**config.mk**
```make
export PLATFORM = sky130hd
export DESIGN_NAME = blcu_contact_unit
export DESIGN_NICKNAME = d
export VERILOG_FILES = /design/src/rtl/blcu_pkg.sv /design/src/rtl/blcu_oper_if.sv /design/src/rtl/blcu_operand_decode.sv /design/src/rtl/blcu_contact_unit.sv
export SDC_FILE = /design/constraint.sdc
export NUM_CORES = 1
export LEC_CHECK = 0
export BUFFER_PORTS_ARGS = -buffer_cell sky130_fd_sc_hd__buf_2
export CAP_MARGIN = 10
export CORE_MARGIN = 2
export CORE_UTILIZATION = 35
export CTS_CLUSTER_DIAMETER = 120
export CTS_CLUSTER_SIZE = 30
export DETAILED_ROUTE_END_ITERATION = 10
export PLACE_DENSITY = 0.65
export SLEW_MARGIN = 5
export SYNTH_ARGS = -nofsm -noshare
export SYNTH_HDL_FRONTEND = slang
export SYNTH_SLANG_ARGS = --single-unit
```
**constraint.sdc**
```tcl
create_clock -name i_clk -period 39.3 [get_ports i_clk]
set_input_delay 3.93 -clock i_clk [delete_from_list [all_inputs] [get_ports i_clk]]
set_output_delay 3.93 -clock i_clk [all_outputs]
set_load 0.01 [all_outputs]
```
**src/rtl/blcu_pkg.sv**
```systemverilog
// blcu_pkg.sv: constants and types of the bit logic contact unit
package blcu_pkg;

    // ****************************************
    // sizes
    // ****************************************
    localparam int STACK_DEPTH = 32'h9;    // logic stack levels, top is bit 0
    localparam int EDGE_SLOTS = 32'h100;   // transition instances
    localparam int IMAGE_BITS = 32'h80;    // 16 bytes of image or pins
    localparam int BOX_INPUTS = 32'h20;    // widest box
    localparam logic [5:0] BOX_MAX = 6'h20;

    // ****************************************
    // operand areas and their last byte
    // ****************************************
    typedef enum logic [3:0] {
        AREA_IN = 4'h0, AREA_OUT = 4'h1, AREA_VAR = 4'h2, AREA_BITMEM = 4'h3,
        AREA_SPECIAL = 4'h4, AREA_SEQ = 4'h5, AREA_TIMER = 4'h6,
        AREA_COUNTER = 4'h7, AREA_LOCAL = 4'h8, AREA_POWER = 4'h9,
        AREA_FAST_COUNTER_VALUE = 4'ha, AREA_WORK_REGISTER = 4'hb
    } blcu_area_t;
    localparam logic [13:0] LAST_IMAGE = 14'h00f;
    localparam logic [13:0] LAST_VAR = 14'h07ff;
    localparam logic [13:0] LAST_BITMEM = 14'h001f;
    localparam logic [13:0] LAST_SPECIAL = 14'h00a5;
    localparam logic [13:0] LAST_SEQ = 14'h001f;
    localparam logic [13:0] LAST_TC = 14'h00ff;
    localparam logic [13:0] LAST_LOCAL = 14'h003f;
    localparam logic [13:0] LAST_FAST = 14'h0005;
    localparam logic [13:0] LAST_WORK = 14'h0003;
    localparam logic [13:0] DWORD_SPAN = 14'h0003;

    typedef enum logic [1:0] {W_BIT = 2'h0, W_BYTE = 2'h1, W_DWORD = 2'h2} blcu_width_t;

    // ****************************************
    // instructions
    // ****************************************
    typedef enum logic [4:0] {
        OP_OPEN_CONTACT_PUSH = 5'h00, OP_OPEN_CONTACT_AND = 5'h01,
        OP_OPEN_CONTACT_OR = 5'h02, OP_CLOSED_CONTACT_PUSH = 5'h03,
        OP_CLOSED_CONTACT_AND = 5'h04, OP_CLOSED_CONTACT_OR = 5'h05,
        OP_OPEN_DIRECT_PUSH = 5'h06, OP_OPEN_DIRECT_AND = 5'h07,
        OP_OPEN_DIRECT_OR = 5'h08, OP_CLOSED_DIRECT_PUSH = 5'h09,
        OP_CLOSED_DIRECT_AND = 5'h0a, OP_CLOSED_DIRECT_OR = 5'h0b,
        OP_INVERT = 5'h0c, OP_RISING_PULSE = 5'h0d, OP_FALLING_PULSE = 5'h0e,
        OP_BOX_AND = 5'h0f, OP_BOX_OR = 5'h10, OP_RANGE_CHECK = 5'h11
    } blcu_op_t;

    // how a value meets the top of stack
    localparam logic [1:0] COMB_PUSH = 2'h0;
    localparam logic [1:0] COMB_AND = 2'h1;
    localparam logic [1:0] COMB_OR = 2'h2;

    // one-hot sequencer states
    typedef enum logic [1:0] {ST_IDLE = 2'b01, ST_FETCH = 2'b10} blcu_fsm_t;

endpackage

```
**src/rtl/blcu_oper_if.sv**
```systemverilog
// blcu_oper_if.sv: operand request and decode answer between unit and decoder
`timescale 1ns/10ps
`default_nettype none
interface blcu_oper_if;
    import blcu_pkg::*;
    blcu_area_t area;       // operand area
    logic [13:0] byte_addr; // byte, or timer/counter number
    logic [2:0] bit_sel;    // bit in byte
    blcu_width_t width;     // access width for range checks
    logic direct;           // direct form, reads pins
    logic ok;               // address legal for area and form
    logic from_image;       // answered without data memory
    logic image_bit;        // value from image or pins

    modport unit (output area, output byte_addr, output bit_sel, output width,
                  output direct, input ok, input from_image, input image_bit);
    modport dec (input area, input byte_addr, input bit_sel, input width,
                 input direct, output ok, output from_image, output image_bit);
endinterface
`default_nettype wire

```
**src/rtl/blcu_operand_decode.sv**
```systemverilog
// blcu_operand_decode.sv: operand range check and image/pin bit selection
`timescale 1ns/10ps
`default_nettype none
module blcu_operand_decode
(
    // operand request from the unit
    blcu_oper_if.dec oper,
    // image registers and physical pins
    input wire logic [blcu_pkg::IMAGE_BITS-1:0] i_image_in,
    input wire logic [blcu_pkg::IMAGE_BITS-1:0] i_image_out,
    input wire logic [blcu_pkg::IMAGE_BITS-1:0] i_phys_in
);
    import blcu_pkg::*;

    // ****************************************
    // last legal start byte for an area and width
    // ****************************************
    function automatic logic range_ok(blcu_area_t a, blcu_width_t w, logic [13:0] b);
        logic [13:0] last;
        logic is_dw;
        last = 14'h0000;
        is_dw = (w == W_DWORD);
        case (a)
            AREA_IN, AREA_OUT: last = LAST_IMAGE;
            AREA_VAR: last = LAST_VAR;
            AREA_BITMEM: last = LAST_BITMEM;
            AREA_SPECIAL: last = LAST_SPECIAL;
            AREA_SEQ: last = LAST_SEQ;
            AREA_TIMER, AREA_COUNTER: last = LAST_TC;
            AREA_LOCAL: last = LAST_LOCAL;
            AREA_FAST_COUNTER_VALUE: last = LAST_FAST;
            AREA_WORK_REGISTER: last = LAST_WORK;
            default: last = 14'h0000;
        endcase
        // counter values exist only as doublewords, work regs never as bits
        if (a == AREA_FAST_COUNTER_VALUE)
            return is_dw && (b <= last);
        if (a == AREA_WORK_REGISTER)
            return (w != W_BIT) && (b <= last);
        if (a == AREA_POWER)
            return (w == W_BIT);
        if (is_dw && (a == AREA_TIMER || a == AREA_COUNTER))
            return 1'b0;
        // a doubleword must end inside the area: input 0 to 12
        if (is_dw)
            return ({1'b0, b} + {1'b0, DWORD_SPAN}) <= {1'b0, last};
        return b <= last;
    endfunction

    logic [6:0] bit_index; // flat bit number inside 16 bytes
    assign bit_index = {oper.byte_addr[3:0], oper.bit_sel};

    // direct forms accept only the input area
    assign oper.ok = oper.direct ? (oper.area == AREA_IN && oper.width == W_BIT
                                    && oper.byte_addr <= LAST_IMAGE)
                                 : range_ok(oper.area, oper.width, oper.byte_addr);
    // pins for direct forms, image for input/output areas
    assign oper.from_image = oper.direct || oper.area == AREA_IN
                             || oper.area == AREA_OUT;
    assign oper.image_bit = oper.direct ? i_phys_in[bit_index]
                          : (oper.area == AREA_OUT) ? i_image_out[bit_index]
                          : i_image_in[bit_index];

endmodule
`default_nettype wire

```
**src/rtl/blcu_contact_unit.sv**
```systemverilog
// blcu_contact_unit.sv: logic stack evaluation of contact, inversion and pulse instructions
`timescale 1ns/10ps
`default_nettype none
module blcu_contact_unit
(
    // clock and reset
    input wire logic i_clk,
    input wire logic i_sys_rst,
    // instruction from the sequencer
    input wire logic i_instr_valid,
    input wire blcu_pkg::blcu_op_t i_op,
    input wire blcu_pkg::blcu_area_t i_area,
    input wire logic [13:0] i_byte_addr,
    input wire logic [2:0] i_bit_sel,
    input wire blcu_pkg::blcu_width_t i_width,
    input wire logic [7:0] i_edge_slot,
    input wire logic [blcu_pkg::BOX_INPUTS-1:0] i_box_in,
    input wire logic [5:0] i_box_count,
    input wire logic i_power_flow,
    output logic o_instr_ready,
    output logic o_done,
    output logic o_fault,
    output logic o_range_ok,
    // image registers and physical pins
    input wire logic [blcu_pkg::IMAGE_BITS-1:0] i_image_in,
    input wire logic [blcu_pkg::IMAGE_BITS-1:0] i_image_out,
    input wire logic [blcu_pkg::IMAGE_BITS-1:0] i_phys_in,
    // data memory read
    output logic o_mem_req,
    output blcu_pkg::blcu_area_t o_mem_area,
    output logic [13:0] o_mem_byte,
    output logic [2:0] o_mem_bit,
    input wire logic i_mem_ack,
    input wire logic i_mem_bit,
    // logic stack
    output logic o_tos,
    output logic [blcu_pkg::STACK_DEPTH-1:0] o_stack
);
    import blcu_pkg::*;

    // ****************************************
    // state and decode
    // ****************************************
    typedef struct packed {
        blcu_fsm_t fsm;                 // sequencer state
        logic [STACK_DEPTH-1:0] stack;  // bit 0 is top
        logic [EDGE_SLOTS-1:0] prev;    // last top seen per pulse slot
        logic [EDGE_SLOTS-1:0] seen;    // slot has run at least once
        logic negate;                   // pending fetch is a closed contact
        logic [1:0] comb;               // pending fetch combine mode
        logic mem_req;                  // memory read outstanding
        blcu_area_t mem_area;           // read area
        logic [13:0] mem_byte;          // read byte
        logic [2:0] mem_bit;            // read bit
        logic done;                     // completion pulse
        logic fault;                    // bad operand pulse
        logic range_ok;                 // last range check answer
    } blcu_state_t;

    typedef struct packed {
        logic contact;  // any contact form
        logic negate;   // closed contact
        logic direct;   // reads pins
        logic [1:0] comb;
    } blcu_dec_t;

    blcu_state_t cur;       // registered state
    blcu_state_t next_cur;  // next state
    blcu_dec_t dec;         // decode of i_op
    blcu_oper_if oper ();   // to the operand decoder
    logic take;             // instruction accepted this cycle
    logic [BOX_INPUTS-1:0] box_mask; // live box inputs
    logic [32:0] box_ones;  // wide helper for the mask

    // instruction fields into combine mode, polarity and source
    function automatic blcu_dec_t decode(blcu_op_t op);
        blcu_dec_t d;
        d = '0;
        case (op)
            OP_OPEN_CONTACT_PUSH: d = '{1'b1, 1'b0, 1'b0, COMB_PUSH};
            OP_OPEN_CONTACT_AND: d = '{1'b1, 1'b0, 1'b0, COMB_AND};
            OP_OPEN_CONTACT_OR: d = '{1'b1, 1'b0, 1'b0, COMB_OR};
            OP_CLOSED_CONTACT_PUSH: d = '{1'b1, 1'b1, 1'b0, COMB_PUSH};
            OP_CLOSED_CONTACT_AND: d = '{1'b1, 1'b1, 1'b0, COMB_AND};
            OP_CLOSED_CONTACT_OR: d = '{1'b1, 1'b1, 1'b0, COMB_OR};
            OP_OPEN_DIRECT_PUSH: d = '{1'b1, 1'b0, 1'b1, COMB_PUSH};
            OP_OPEN_DIRECT_AND: d = '{1'b1, 1'b0, 1'b1, COMB_AND};
            OP_OPEN_DIRECT_OR: d = '{1'b1, 1'b0, 1'b1, COMB_OR};
            OP_CLOSED_DIRECT_PUSH: d = '{1'b1, 1'b1, 1'b1, COMB_PUSH};
            OP_CLOSED_DIRECT_AND: d = '{1'b1, 1'b1, 1'b1, COMB_AND};
            OP_CLOSED_DIRECT_OR: d = '{1'b1, 1'b1, 1'b1, COMB_OR};
            default: d = '0;
        endcase
        return d;
    endfunction

    // contact value into the stack; used for image and memory operands
    function automatic logic [STACK_DEPTH-1:0] apply(logic [STACK_DEPTH-1:0] s,
                                                      logic v, logic neg, logic [1:0] c);
        logic x;
        x = v ^ neg;
        case (c)
            COMB_AND: return {s[STACK_DEPTH-1:1], s[0] & x};
            COMB_OR: return {s[STACK_DEPTH-1:1], s[0] | x};
            default: return {s[STACK_DEPTH-2:0], x};
        endcase
    endfunction

    assign dec = decode(i_op);
    assign o_instr_ready = (cur.fsm == ST_IDLE);
    assign take = i_instr_valid && o_instr_ready;

    // ****************************************
    // operand decoder
    // ****************************************
    assign oper.area = i_area;
    assign oper.byte_addr = i_byte_addr;
    assign oper.bit_sel = i_bit_sel;
    assign oper.width = (dec.contact) ? W_BIT : i_width;
    assign oper.direct = dec.direct;

    blcu_operand_decode u_decode
    (
        .oper(oper.dec),
        .i_image_in(i_image_in),
        .i_image_out(i_image_out),
        .i_phys_in(i_phys_in)
    );

    // box inputs 0..count-1 are live; count 1 to 32
    assign box_ones = (33'h000000001 << i_box_count) - 33'h000000001;
    assign box_mask = box_ones[BOX_INPUTS-1:0];

    // ****************************************
    // next state
    // ****************************************
    always_comb
    begin
        next_cur = cur;
        next_cur.done = 1'b0;
        next_cur.fault = 1'b0;
        case (cur.fsm)
            ST_IDLE:
            begin
                if (take)
                begin
                    next_cur.done = 1'b1;
                    if (dec.contact)
                    begin
                        if (!oper.ok)
                            // illegal address leaves the stack alone
                            next_cur.fault = 1'b1;
                        else if (oper.from_image)
                            // image or pin bit, no memory trip
                            next_cur.stack = apply(cur.stack, oper.image_bit, dec.negate,
                                                   dec.comb);
                        else if (i_area == AREA_POWER)
                            next_cur.stack = apply(cur.stack, i_power_flow, dec.negate,
                                                   dec.comb);
                        else
                        begin
                            // every other area waits for data memory
                            next_cur.done = 1'b0;
                            next_cur.fsm = ST_FETCH;
                            next_cur.mem_req = 1'b1;
                            next_cur.mem_area = i_area;
                            next_cur.mem_byte = i_byte_addr;
                            next_cur.mem_bit = i_bit_sel;
                            next_cur.negate = dec.negate;
                            next_cur.comb = dec.comb;
                        end
                    end
                    else
                    begin
                        case (i_op)
                            OP_INVERT:
                                next_cur.stack[0] = ~cur.stack[0];
                            OP_RISING_PULSE, OP_FALLING_PULSE:
                            begin
                                // no edge until the slot holds a real previous value
                                if (!cur.seen[i_edge_slot])
                                    next_cur.stack[0] = 1'b0;
                                else if (i_op == OP_RISING_PULSE)
                                    next_cur.stack[0] = cur.stack[0]
                                                        & ~cur.prev[i_edge_slot];
                                else
                                    next_cur.stack[0] = ~cur.stack[0]
                                                        & cur.prev[i_edge_slot];
                                next_cur.prev[i_edge_slot] = cur.stack[0];
                                next_cur.seen[i_edge_slot] = 1'b1;
                            end
                            OP_BOX_AND, OP_BOX_OR:
                            begin
                                if (i_box_count == 6'h00 || i_box_count > BOX_MAX)
                                    next_cur.fault = 1'b1;
                                else if (i_op == OP_BOX_AND)
                                    next_cur.stack = {cur.stack[STACK_DEPTH-2:0],
                                                      &(i_box_in | ~box_mask)};
                                else
                                    next_cur.stack = {cur.stack[STACK_DEPTH-2:0],
                                                      |(i_box_in & box_mask)};
                            end
                            OP_RANGE_CHECK:
                                next_cur.range_ok = oper.ok;
                            default:
                                next_cur.fault = 1'b1; // unknown code
                        endcase
                    end
                end
            end
            ST_FETCH:
            begin
                // request stands until the memory answers
                if (i_mem_ack)
                begin
                    next_cur.stack = apply(cur.stack, i_mem_bit, cur.negate, cur.comb);
                    next_cur.mem_req = 1'b0;
                    next_cur.done = 1'b1;
                    next_cur.fsm = ST_IDLE;
                end
            end
            default:
                next_cur.fsm = ST_IDLE; // recover from a broken code
        endcase
    end

    // ****************************************
    // state register
    // ****************************************
    always_ff @(posedge i_clk or posedge i_sys_rst)
    begin
        if (i_sys_rst)
        begin
            cur <= '0;
            cur.fsm <= ST_IDLE;
            cur.mem_area <= AREA_IN;
        end
        else
            cur <= next_cur;
    end

    assign o_done = cur.done;
    assign o_fault = cur.fault;
    assign o_range_ok = cur.range_ok;
    assign o_mem_req = cur.mem_req;
    assign o_mem_area = cur.mem_area;
    assign o_mem_byte = cur.mem_byte;
    assign o_mem_bit = cur.mem_bit;
    assign o_stack = cur.stack;
    assign o_tos = cur.stack[0];

    logic good_direct;   // accepted legal direct contact
    logic mem_contact;   // accepted contact that needs memory
    assign good_direct = take && dec.contact && dec.direct && oper.ok;
    assign mem_contact = take && dec.contact && oper.ok && !oper.from_image
                         && i_area != AREA_POWER;
endmodule
`default_nettype wire

```
Yosys cells after proc, flatten, opt, wreduce, memory -nomap -nowiden
Memories as Yosys holds them, arrays and structs flattened.
Index checks and enable logic that the tools add are counted.
{"block": "classes", "n_eq_ne": 35, "n_addsub": 2, "bitwise": 20, "magnitude_cmp": 7, "mux": 80, "n_reduce_logical": 28, "shifts": 1}
{"cell": "$mux W512", "n": 2}
{"cell": "$mux W551", "n": 1}
{"cell": "$bwmux W256", "n": 1}
{"cell": "$or A256 B256 Y256", "n": 1}
{"cell": "$mux W26", "n": 4}
{"cell": "$pmux W9 S2", "n": 4}
{"cell": "$mux W1", "n": 44}
{"cell": "$mux W9", "n": 4}
{"cell": "$and A32 B32 Y32", "n": 1}
{"cell": "$not A32 Y32", "n": 1}
{"cell": "$or A32 B32 Y32", "n": 1}
{"cell": "$reduce_and A32 Y1", "n": 1}
{"cell": "$reduce_or A32 Y1", "n": 1}
{"cell": "$shl A1 B6 Y32 const A", "n": 1}
{"cell": "$sub A32 B1 Y32 const B", "n": 1}
{"cell": "$mux W11", "n": 2}
{"cell": "$bmux W1 S7", "n": 3}
{"cell": "$eq A5 B4 Y1 const B", "n": 4}
{"cell": "$bmux W1 S8", "n": 2}
{"cell": "$add A14 B2 Y15 const B", "n": 1}
{"cell": "$le A15 B14 Y1", "n": 1}
{"cell": "$le A14 B14 Y1", "n": 1}
{"cell": "$le A14 B4 Y1 const B", "n": 1}
{"cell": "$reduce_and A7 Y1", "n": 2}
{"cell": "40 further kinds", "n": 88}
{"block": "word_totals", "n_memories": 2, "inputBits": 464, "wordCells": 189, "out_inout_bits": 36, "mem_bits_ro": 256, "reg_bits": 551}
{"name": "(name not given)", "depth": 16, "width": 11, "rd": 1, "rd_clocked_by_memory_dff": 0, "wr": 0, "line": "blcu_operand_decode.sv:23", "rtl": "case (a)"}
{"name": "(name not given)", "depth": 16, "width": 5, "rd": 1, "rd_clocked_by_memory_dff": 0, "wr": 0, "line": "blcu_contact_unit.sv:79", "rtl": "case (op)"}

Longest topological paths before layout
Gate-level depths: netlist of run 1.
An unclocked memory read counts as a cell.
{"block": "depth", "word_depth": 23, "depth_mapped": 17, "mapped_depth_nobuf": 16}

By module
Synthesis of run 1 repeated with hierarchy kept, for this count alone.
{"block": "hier_totals", "cells_unflattened": 2587, "area_unflattened_um2": 30875.9}
{"module": "blcu_contact_unit", "instances": 1, "area_per_inst_um2": 26352.8, "cells_per_inst": 2150, "seq_area_each_um2": 13789.5}
{"module": "blcu_operand_decode", "instances": 1, "area_per_inst_um2": 4523.1, "cells_per_inst": 437, "seq_area_each_um2": 0.0}

Least setup slack after synthesis of run 1
OpenSTA, ideal clock, no wires.
{"block": "synth_path", "path_kind": "input to register", "start": "in i_byte_addr[1]", "end": "reg cur, in the netlist o_mem_byte[0]", "setup_ps": 128, "arrival_ps": 7318, "n_path_buf": 2, "stages": 16, "required_ps": 39172, "setup_slack_ps": 31855, "cell_sequence": "clkbuf_1 clkinv_1 ha_1 nor2_1 nand3_1 xnor2_1 ha_1 a21o_1 a21o_1 a21oi_1 a21oi_1 o41ai_2 a21oi_4 nor3_4 buf_6 mux2_1"}
{"block": "synth_via", "elab_chain_cells": 14, "elab_cells_between_ends": 19}
{"element": "start: declaration", "line": "blcu_contact_unit.sv:13", "rtl": "input wire logic [13:0] i_byte_addr,"}
{"element": "branches (longest 12 deep; another with $add A14 B2 Y15)"}
{"element": "$mux W1 (*)", "line": "blcu_operand_decode.sv:54", "rtl": "assign oper.ok = oper.direct ? (oper.area == AREA_IN && oper.width == W_BIT"}
{"element": "$reduce_and A6 Y1 (no source line) (*)"}
{"element": "end signal: assignment", "line": "blcu_contact_unit.sv:239", "rtl": "cur <= next_cur;"}
{"element": "end: declaration", "line": "blcu_contact_unit.sv:67", "rtl": "blcu_state_t cur;"}
Every way passes the cells marked *. The select of a mux whose other input is x is not followed.
A chain may end at the register's enable or synchronous reset.

Worst setup path in the final report of run 1
{"block": "layout_path", "start": "in i_edge_slot[1]", "end": "reg cur, in the netlist o_stack[0]"}
{"block": "layout_via", "elab_chain_cells": 10, "elab_cells_between_ends": 13}
{"element": "start: declaration", "line": "blcu_contact_unit.sv:16", "rtl": "input wire logic [7:0] i_edge_slot,"}
{"element": "$bmux W1 S8", "line": "blcu_contact_unit.sv:185, blcu_contact_unit.sv:188"}
{"element": "$mux W1 (not written as such)", "line": "blcu_contact_unit.sv:185, blcu_contact_unit.sv:188"}
{"element": "$not A1 Y1", "line": "blcu_contact_unit.sv:185", "rtl": "& ~cur.prev[i_edge_slot];"}
{"element": "$and A1 B1 Y1", "line": "blcu_contact_unit.sv:185"}
{"element": "$mux W1", "line": "blcu_contact_unit.sv:183", "rtl": "else if (i_op == OP_RISING_PULSE)"}
{"element": "$mux W1 (*)", "line": "blcu_contact_unit.sv:181", "rtl": "if (!cur.seen[i_edge_slot])"}
{"element": "$pmux W1 S3 (*)", "line": "blcu_contact_unit.sv:175", "rtl": "case (i_op)"}
{"element": "$mux W9 (*)", "line": "blcu_contact_unit.sv:148", "rtl": "if (dec.contact)"}
{"element": "$mux W551 (*)", "line": "blcu_contact_unit.sv:145", "rtl": "if (take)"}
{"element": "$pmux W9 S2 (*)", "line": "blcu_contact_unit.sv:142", "rtl": "case (cur.fsm)"}
Mark *: on every way between the ends. The rest lies on a longest branch, timed or not. The select of a mux whose other input is x is not followed.

==> key figures, run 1 <==
Timing
  • RSZ-0062 raised after global routing: false
  • Peak Freq: approximately 120 MHz
  • Final hold violations: 0
  • Actual slew at the worst max-slew pin: around 1200 ps
  • Total Neg Setup Slack: 0 ps
  • Final Cycle Share: 20.49%
  • Period minus WS final: 8052 ps
  • Max-slew violation count: 0
  • Skew final: approximately 35 ps
  • Setup violators final: 0
  • Slew HR: around 16%

Synthesis
  • Yosys reg bits: between 500 and 600
  • Distinct cells, synth: 91
  • Sequential share of the synthesized area: around 45%
  • Synth warnings: 0
  • Synthesized Nets: just over 3000
  • Largest cells by area after synthesis: dfrtp_1 44%, mux4_2 15%, mux2_2 10%
  • Most used flip-flop cell after synthesis: dfrtp_1
  • Cell taking the most area after synthesis: dfrtp_1
  • Avg Cell Area, Syn: 12.00 µm²
  • Synthesized area: 30970 µm²
  • Commonest cells post-synth: 550 x dfrtp_1, 333 x nand2_1, 277 x mux2_2
  • Post-synth ARST share: 100.0%
  • Post-synth EDFFs: 0
  • Yosys top cell area share: between 40% and 50%
  • Post-Synthesis Cells: between 2000 and 3000
  • Most numerous cell in the Yosys netlist: dfrtp_1

Floorplan
  • I/O Pins: 500
  • Row count: roughly 110
  • Die height: 301.5 µm
  • Die area: slightly above 90000 µm²
  • Core area: ~88000 µm²
  • Die width: 301.5 µm
  • Initial Utilization: between 30% and 40%

Detailed routing
  • Routed Antenna Nets: 0
  • Initial drt markers: just over 2000
  • Vias per inst: 5.594
  • Routed via count: about 23000
  • Drt pass-1 iters: 6
  • DRC viols: 0
  • Final wirelength: around 100 mm
  • Wire length per cell: roughly 25 µm

Clock tree
  • Clock Latency Late Sink: between 600 and 700 ps
  • Clock-pin slew on the worst setup and hold paths: ~120 ps
  • H-Tree Depth: 1
  • Postcts setup bufs: 0
  • Clock Tree Buf Depth: 3
  • Clock root cell: clkbuf_16
  • CTS tree: yes
  • Number of CTS-inserted buffers: 22
  • Clock Sink Count: 551
  • # hold bufs at CTS: 0
  • Post-CTS sizing: 0

Setup path
  • Critical path origin: i_edge_slot[1]
  • CP Capture Type: flip-flop
  • CP Launch Type: primary input
  • WP data required: approximately 40000 ps
  • CP arrival: roughly 8600 ps
  • R2R Path Start: cur[549]$_DFFE_PP1P_
  • Crit path max fanout: 64
  • Critical path class: in -> reg

Placed design
  • Port bufs: between 400 and 500
  • Post-DP HPWL: roughly 72 mm
  • Final Wtd Congestion: roughly 0.93

GRT
  • Initial antenna violation count: 18
  • Remaining global-route overflow: 0
  • First-pass GRT wire length: about 150 mm
  • Pin count of the biggest net entering global routing: around 140
  • Vias in the first global route: roughly 23000
  • Total GRT Usage: approximately 22%

Power
  • PD cells: ~32 nW/µm²
  • VDD IR max: between 0.00002 and 0.00003 V
  • Static Leak: approximately 0.017 µW

Run status
  • Outcome: complete, no violations

Final layout
  • Final-layout fill cell count: 8490
  • Synthesis-to-layout area growth: 12.73%
  • Nets: about 3400
  • Layout cell share with drive strength beyond 1: 36.62%
  • Final core utilization: about two fifths

Job
  • Max_cap viols: 0

Worst hold path
  • Hold Startpoint: cur[278]$_DFFE_PP0P_
  • Hold Crit Class: reg -> reg
## per-layer routing
layer	share of wire (%)	track usage, %
met1	41	28.33
met2	47	35.59
met3	7.5	4.711
met4	4.7	9.253
met5	0.076	0
## worst paths after layout
check                                         end  slack [ps]  cells past startpoint
setup reg to reg                        flip-flop       35680                      8
min in group asynchronous     cur[90]$_DFFE_PP0P_        3520                      2
max in group asynchronous     cur[30]$_DFFE_PP0P_       34190                      3
hold / removal               cur[278]$_DFFE_PP0P_         470                      1
setup / recovery           o_stack[0]$_DFFE_PP0P_       31250                     12
hold reg to reg              cur[278]$_DFFE_PP0P_         470                      1
## logic make-up (layout without fill, tap and decap cells)
logic type	after synthesis	after routing	synth area share [%]
compound gates	296	296	6.565
xor+xnor	13	13	0.3677
fa+ha+maj	42	42	1.673
buf+inv	254	623	4.246
flops	551	551	44.53
mux	577	577	28.86
other cells	0	14	0
simple gates	847	847	13.77
## placed cells by master (no fill, tap or decap), drive strengths merged, types with 22 or more instances in the layout
cell type    n
nor3        22
mux2       288
nand2b     270
nor2b       36
inv         52
buf        539
a21oi       67
nand3       33
nor2        83
clkbuf      28
mux2i       70
dfrtp      550
ha          39
nand2      333
o21ai       48
a22oi       24
mux4       219
## area by class of cell
cell class | instances | area, µm² | share of cell area (%)
inverter | 53 | 206.4 | 0.5914
timing repair buffer | 539 | 2838 | 8.128
clock buffer | 28 | 573.1 | 1.641
multi-input combinational | 1775 | 15970 | 45.74
clock inverter | 3 | 41.29 | 0.1183
antenna | 14 | 35.03 | 0.1004
sequential | 551 | 13790 | 39.51
tap | 1165 | 1458 | 4.175
## metrics by stage
step | cell area (µm²) | setup slack, ps | power (µW) | hold slack, ps | instances
2_1_floorplan | 30970 | 19970 | 753.5 | 425.0 | 2580
3_3_place_gp | 34240 | 30740 | 840.0 | 442.8 | 4080
5_1_grt | 34890 | 30970 | 1162 | 487.1 | 4120
4_1_cts | 34850 | 31300 | 1124 | 473.3 | 4111
6_report | 34910 | 31250 | 1118 | 467.6 | 4128
3_5_place_dp | 34240 | 30720 | 841.3 | 447.0 | 4080
## worst max-delay path, stage by stage
cell       delay (ps)
buf_6             590
buf_4             650
buf_4             720
mux4_2            610
o2111ai_1         220
nand3_1           100
nor4_1            590
o311ai_1          240
mux2i_1           160
o311ai_1          280
mux2i_1           110
a31oi_1           220
## power breakdown
part / switching (µW) / internal, µW / total, µW
combinational: 143 / 83.8 / 226
clock: 181 / 106 / 287
sequential: 22.3 / 582 / 605
total: 345 / 772 / 1120
Power figures use the tool's default switching activity.
==> inputs of run 2 (changes only) <==
Settings changed: ABC_AREA set to 1, PLACE_DENSITY 0.65 to 0.67.
Clock period 39.3 ns to 7.37 ns, I/O delays scaled along.
==> key figures, run 2 <==
Run status
  • Outcome: complete, no violations

Power
  • Switching share of total power: between 30 and 40%
  • VDD IR max: approximately 0.00016 V
  • Int Pwr: between 4000 and 5000 µW
  • Clock share of power: 25.1%
  • PD cells: roughly 170 nW/µm²
  • Sequential power share: approximately 53%
  • Static Leak: between 0.015 and 0.02 µW
  • Combinational share of power: between 20% and 30%
  • Sw Pwr: 2058 µW

Setup path
  • CP arrival: between 5000 and 6000 ps
  • Critical path origin: i_byte_addr[0]
  • CP Launch Type: primary input
  • R2R Path Start: cur[549]$_DFFE_PP1P_
  • Critical path class: in -> reg
  • WP data required: approximately 8000 ps
  • Crit path max fanout: between 40 and 50
  • CP Capture Type: flip-flop

Placed design
  • Final Wtd Congestion: between 0.9 and 1
  • Port bufs: approximately 500
  • Post-DP HPWL: slightly below 80 mm
  • Dpl cells: 6023
  • Cell area after placement: roughly 35000 µm²

Synthesis
  • Most numerous cell in the Yosys netlist: nand2_1
  • Commonest cells post-synth: 1825 x nand2_1, 550 x dfrtp_1, 429 x inv_1
  • Synthesized area: about 31000 µm²
  • Most used flip-flop cell after synthesis: dfrtp_1
  • Distinct cells, synth: 48
  • Synth warnings: 0
  • Cell taking the most area after synthesis: dfrtp_1
  • Sequential share of the synthesized area: a little over two fifths
  • Synthesized Nets: 5077
  • Post-synth EDFFs: 0
  • Post-synth ARST share: 100.0%
  • Post-Synthesis Cells: between 4000 and 5000
  • Avg Cell Area, Syn: between 6 and 7 µm²
  • Yosys reg bits: 551
  • Yosys top cell area share: a little over two fifths
  • Largest cells by area after synthesis: dfrtp_1 44%, nand2_1 22%, o21ai_0 6.3%

GRT
  • Pin count of the biggest net entering global routing: around 170
  • Initial antenna violation count: 17
  • Vias in the first global route: just over 30000
  • Remaining global-route overflow: 0
  • First-pass GRT wire length: ~180 mm
  • Total GRT Usage: between 20% and 30%

Detailed routing
  • Drt pass-1 iters: 6
  • Initial drt markers: between 3000 and 4000
  • Wire length per cell: about 19 µm
  • DRC viols: 0
  • Routed via count: 31650
  • Routed Antenna Nets: 0
  • Vias per inst: between 5 and 6
  • Final wirelength: about 110 mm

Clock tree
  • Clock Latency Late Sink: roughly 600 ps
  • Clock-pin slew on the worst setup and hold paths: about 120 ps
  • H-Tree Depth: 1
  • Clock root cell: clkbuf_16
  • Number of CTS-inserted buffers: 22
  • Clock Sink Count: 551
  • CTS tree: yes
  • Clock Tree Buf Depth: 3
  • Postcts setup bufs: 0
  • # hold bufs at CTS: 0
  • Post-CTS sizing: 0

Timing
  • Max-slew violation count: 0
  • Slew HR: between 15 and 20%
  • Peak Freq: ~210 MHz
  • Final Cycle Share: 64.44%
  • Setup violators final: 0
  • RSZ-0062 raised after global routing: false
  • Final hold violations: 0
  • Period minus WS final: about 4700 ps
  • Actual slew at the worst max-slew pin: about 1300 ps
  • Skew final: 37.93 ps

Floorplan
  • Row count: between 100 and 150
  • Die width: a little over 300 µm
  • Die area: about 90000 µm²
  • I/O Pins: 500
  • Core area: 88650 µm²
  • Die height: just over 300 µm
  • Initial Utilization: 35.47%

Final layout
  • Reg area: 13790 µm²
  • Final Instance Area: ~35000 µm²
  • Most common cell after layout, fill and taps aside: nand2_1
  • Post-Layout Cell Count: 6064
  • Final-layout fill cell count: 9380
  • Synthesis-to-layout area growth: 12.28%
  • Multi-input gate area: roughly 15000 µm²
  • Layout cell share with drive strength beyond 1: 12.87%
  • Commonest non-fill, non-tap cells in the layout: 1822 x nand2_1, 550 x dfrtp_1, 497 x buf_2, 426 x inv_1, 394 x o21ai_0
  • Nets: between 5000 and 6000

Worst hold path
  • Hold Crit Class: in -> async

Job
  • Max_cap viols: 0
run 2: changes by cell type after synthesis, moves of 270 or more:
cell / previous run / this run
o21ai_0: 47 / 394
nand3_1: 33 / 313
nand2b_1: 270 / 0
mux2_2: 277 / 1
nand2_1: 333 / 1825
inv_1: 50 / 429
nor2_1: 82 / 359
run 2: critical path: stages:
cell and delay, ps:
buf_2 560, inv_2 500, ha_1 420, nor4_1 420
nand3_1 140, xor2_1 160, inv_1 60, ha_1 300
a21oi_1 170, nor2_1 60, a211oi_1 170, nand2_1 80
nand2_1 70, nand4_1 90, nand2_1 60, nand2_1 40
nand2_1 50, nand2_1 90, nand2_2 120, nand3_4 120
nor2_8 530, nor2_1 110, a21oi_2 140
run 2: routing by layer:
metal | GRT usage (%) | vias to the layer above | share of wire, %
li1 | - | 15150 | -
met3 | 3.331 | 255 | 7.3
met5 | 0 | - | 0.049
met1 | 31.79 | 14880 | 42
met2 | 40.19 | 1356 | 47
met4 | 9.950 | 8 | 4.6
run 2: power groups by stage:
stage          logic [µW]  registers [µW]  clock network [µW]
3_3_place_gp         1370            3260                   0
5_1_grt              1520            3210                1660
4_1_cts              1380            3200                1570
2_1_floorplan         890            3210                   0
3_5_place_dp         1370            3260                   0
6_report             1370            3210                1530
run 2: kinds of logic after synthesis:
| family | synth area share, % |
|---|---|
| and+or+nand+nor | 34.15 |
| xor gates and xnor gates | 0.3342 |
| DFF | 43.85 |
| AOI/OAI and AO/OA | 10.90 |
| adders and majority gates | 1.552 |
| muxes | 0.03581 |
| buffers and inverters | 9.175 |
run 2: cell type report:
class / count / area share (%)
multi-input combinational: 3325 / 42.17
sequential: 551 / 39.05
timing repair buffer: 536 / 8.047
inverter: 446 / 4.798
tap: 1165 / 4.128
clock buffer: 29 / 1.634
clock inverter: 2 / 0.1028
antenna: 10 / 0.07087
run 2: path summary, 6_finish.rpt:
check / end / slack, ps / cells after the start
setup / recovery: o_mem_byte[5]$_DFFE_PP0P_ / 2620 / 23
hold / removal: o_mem_byte[11]$_DFFE_PP0P_ / 290 / 3
setup reg to reg: flip-flop / 3720 / 10
hold reg to reg: cur[236]$_DFFE_PP0P_ / 460 / 2
max in group asynchronous: cur[227]$_DFFE_PP0P_ / 5430 / 4
min in group i_clk: o_done$_DFF_PP0_ / 410 / 3
run 2: per-stage QoR:
stage	power (µW)	setup TNS, ps	setup WS, ps	utilization [%]	hold slack (ps)
global placement	4632	0	2107	39.09	431.0
detailed placement	4637	0	1992	39.11	437.7
global route	6387	0	2127	39.83	329.8
CTS	6147	0	2617	39.80	304.8
finish	6111	0	2621	39.83	288.3
floorplan	4103	-475210	-864.0	-	421.8
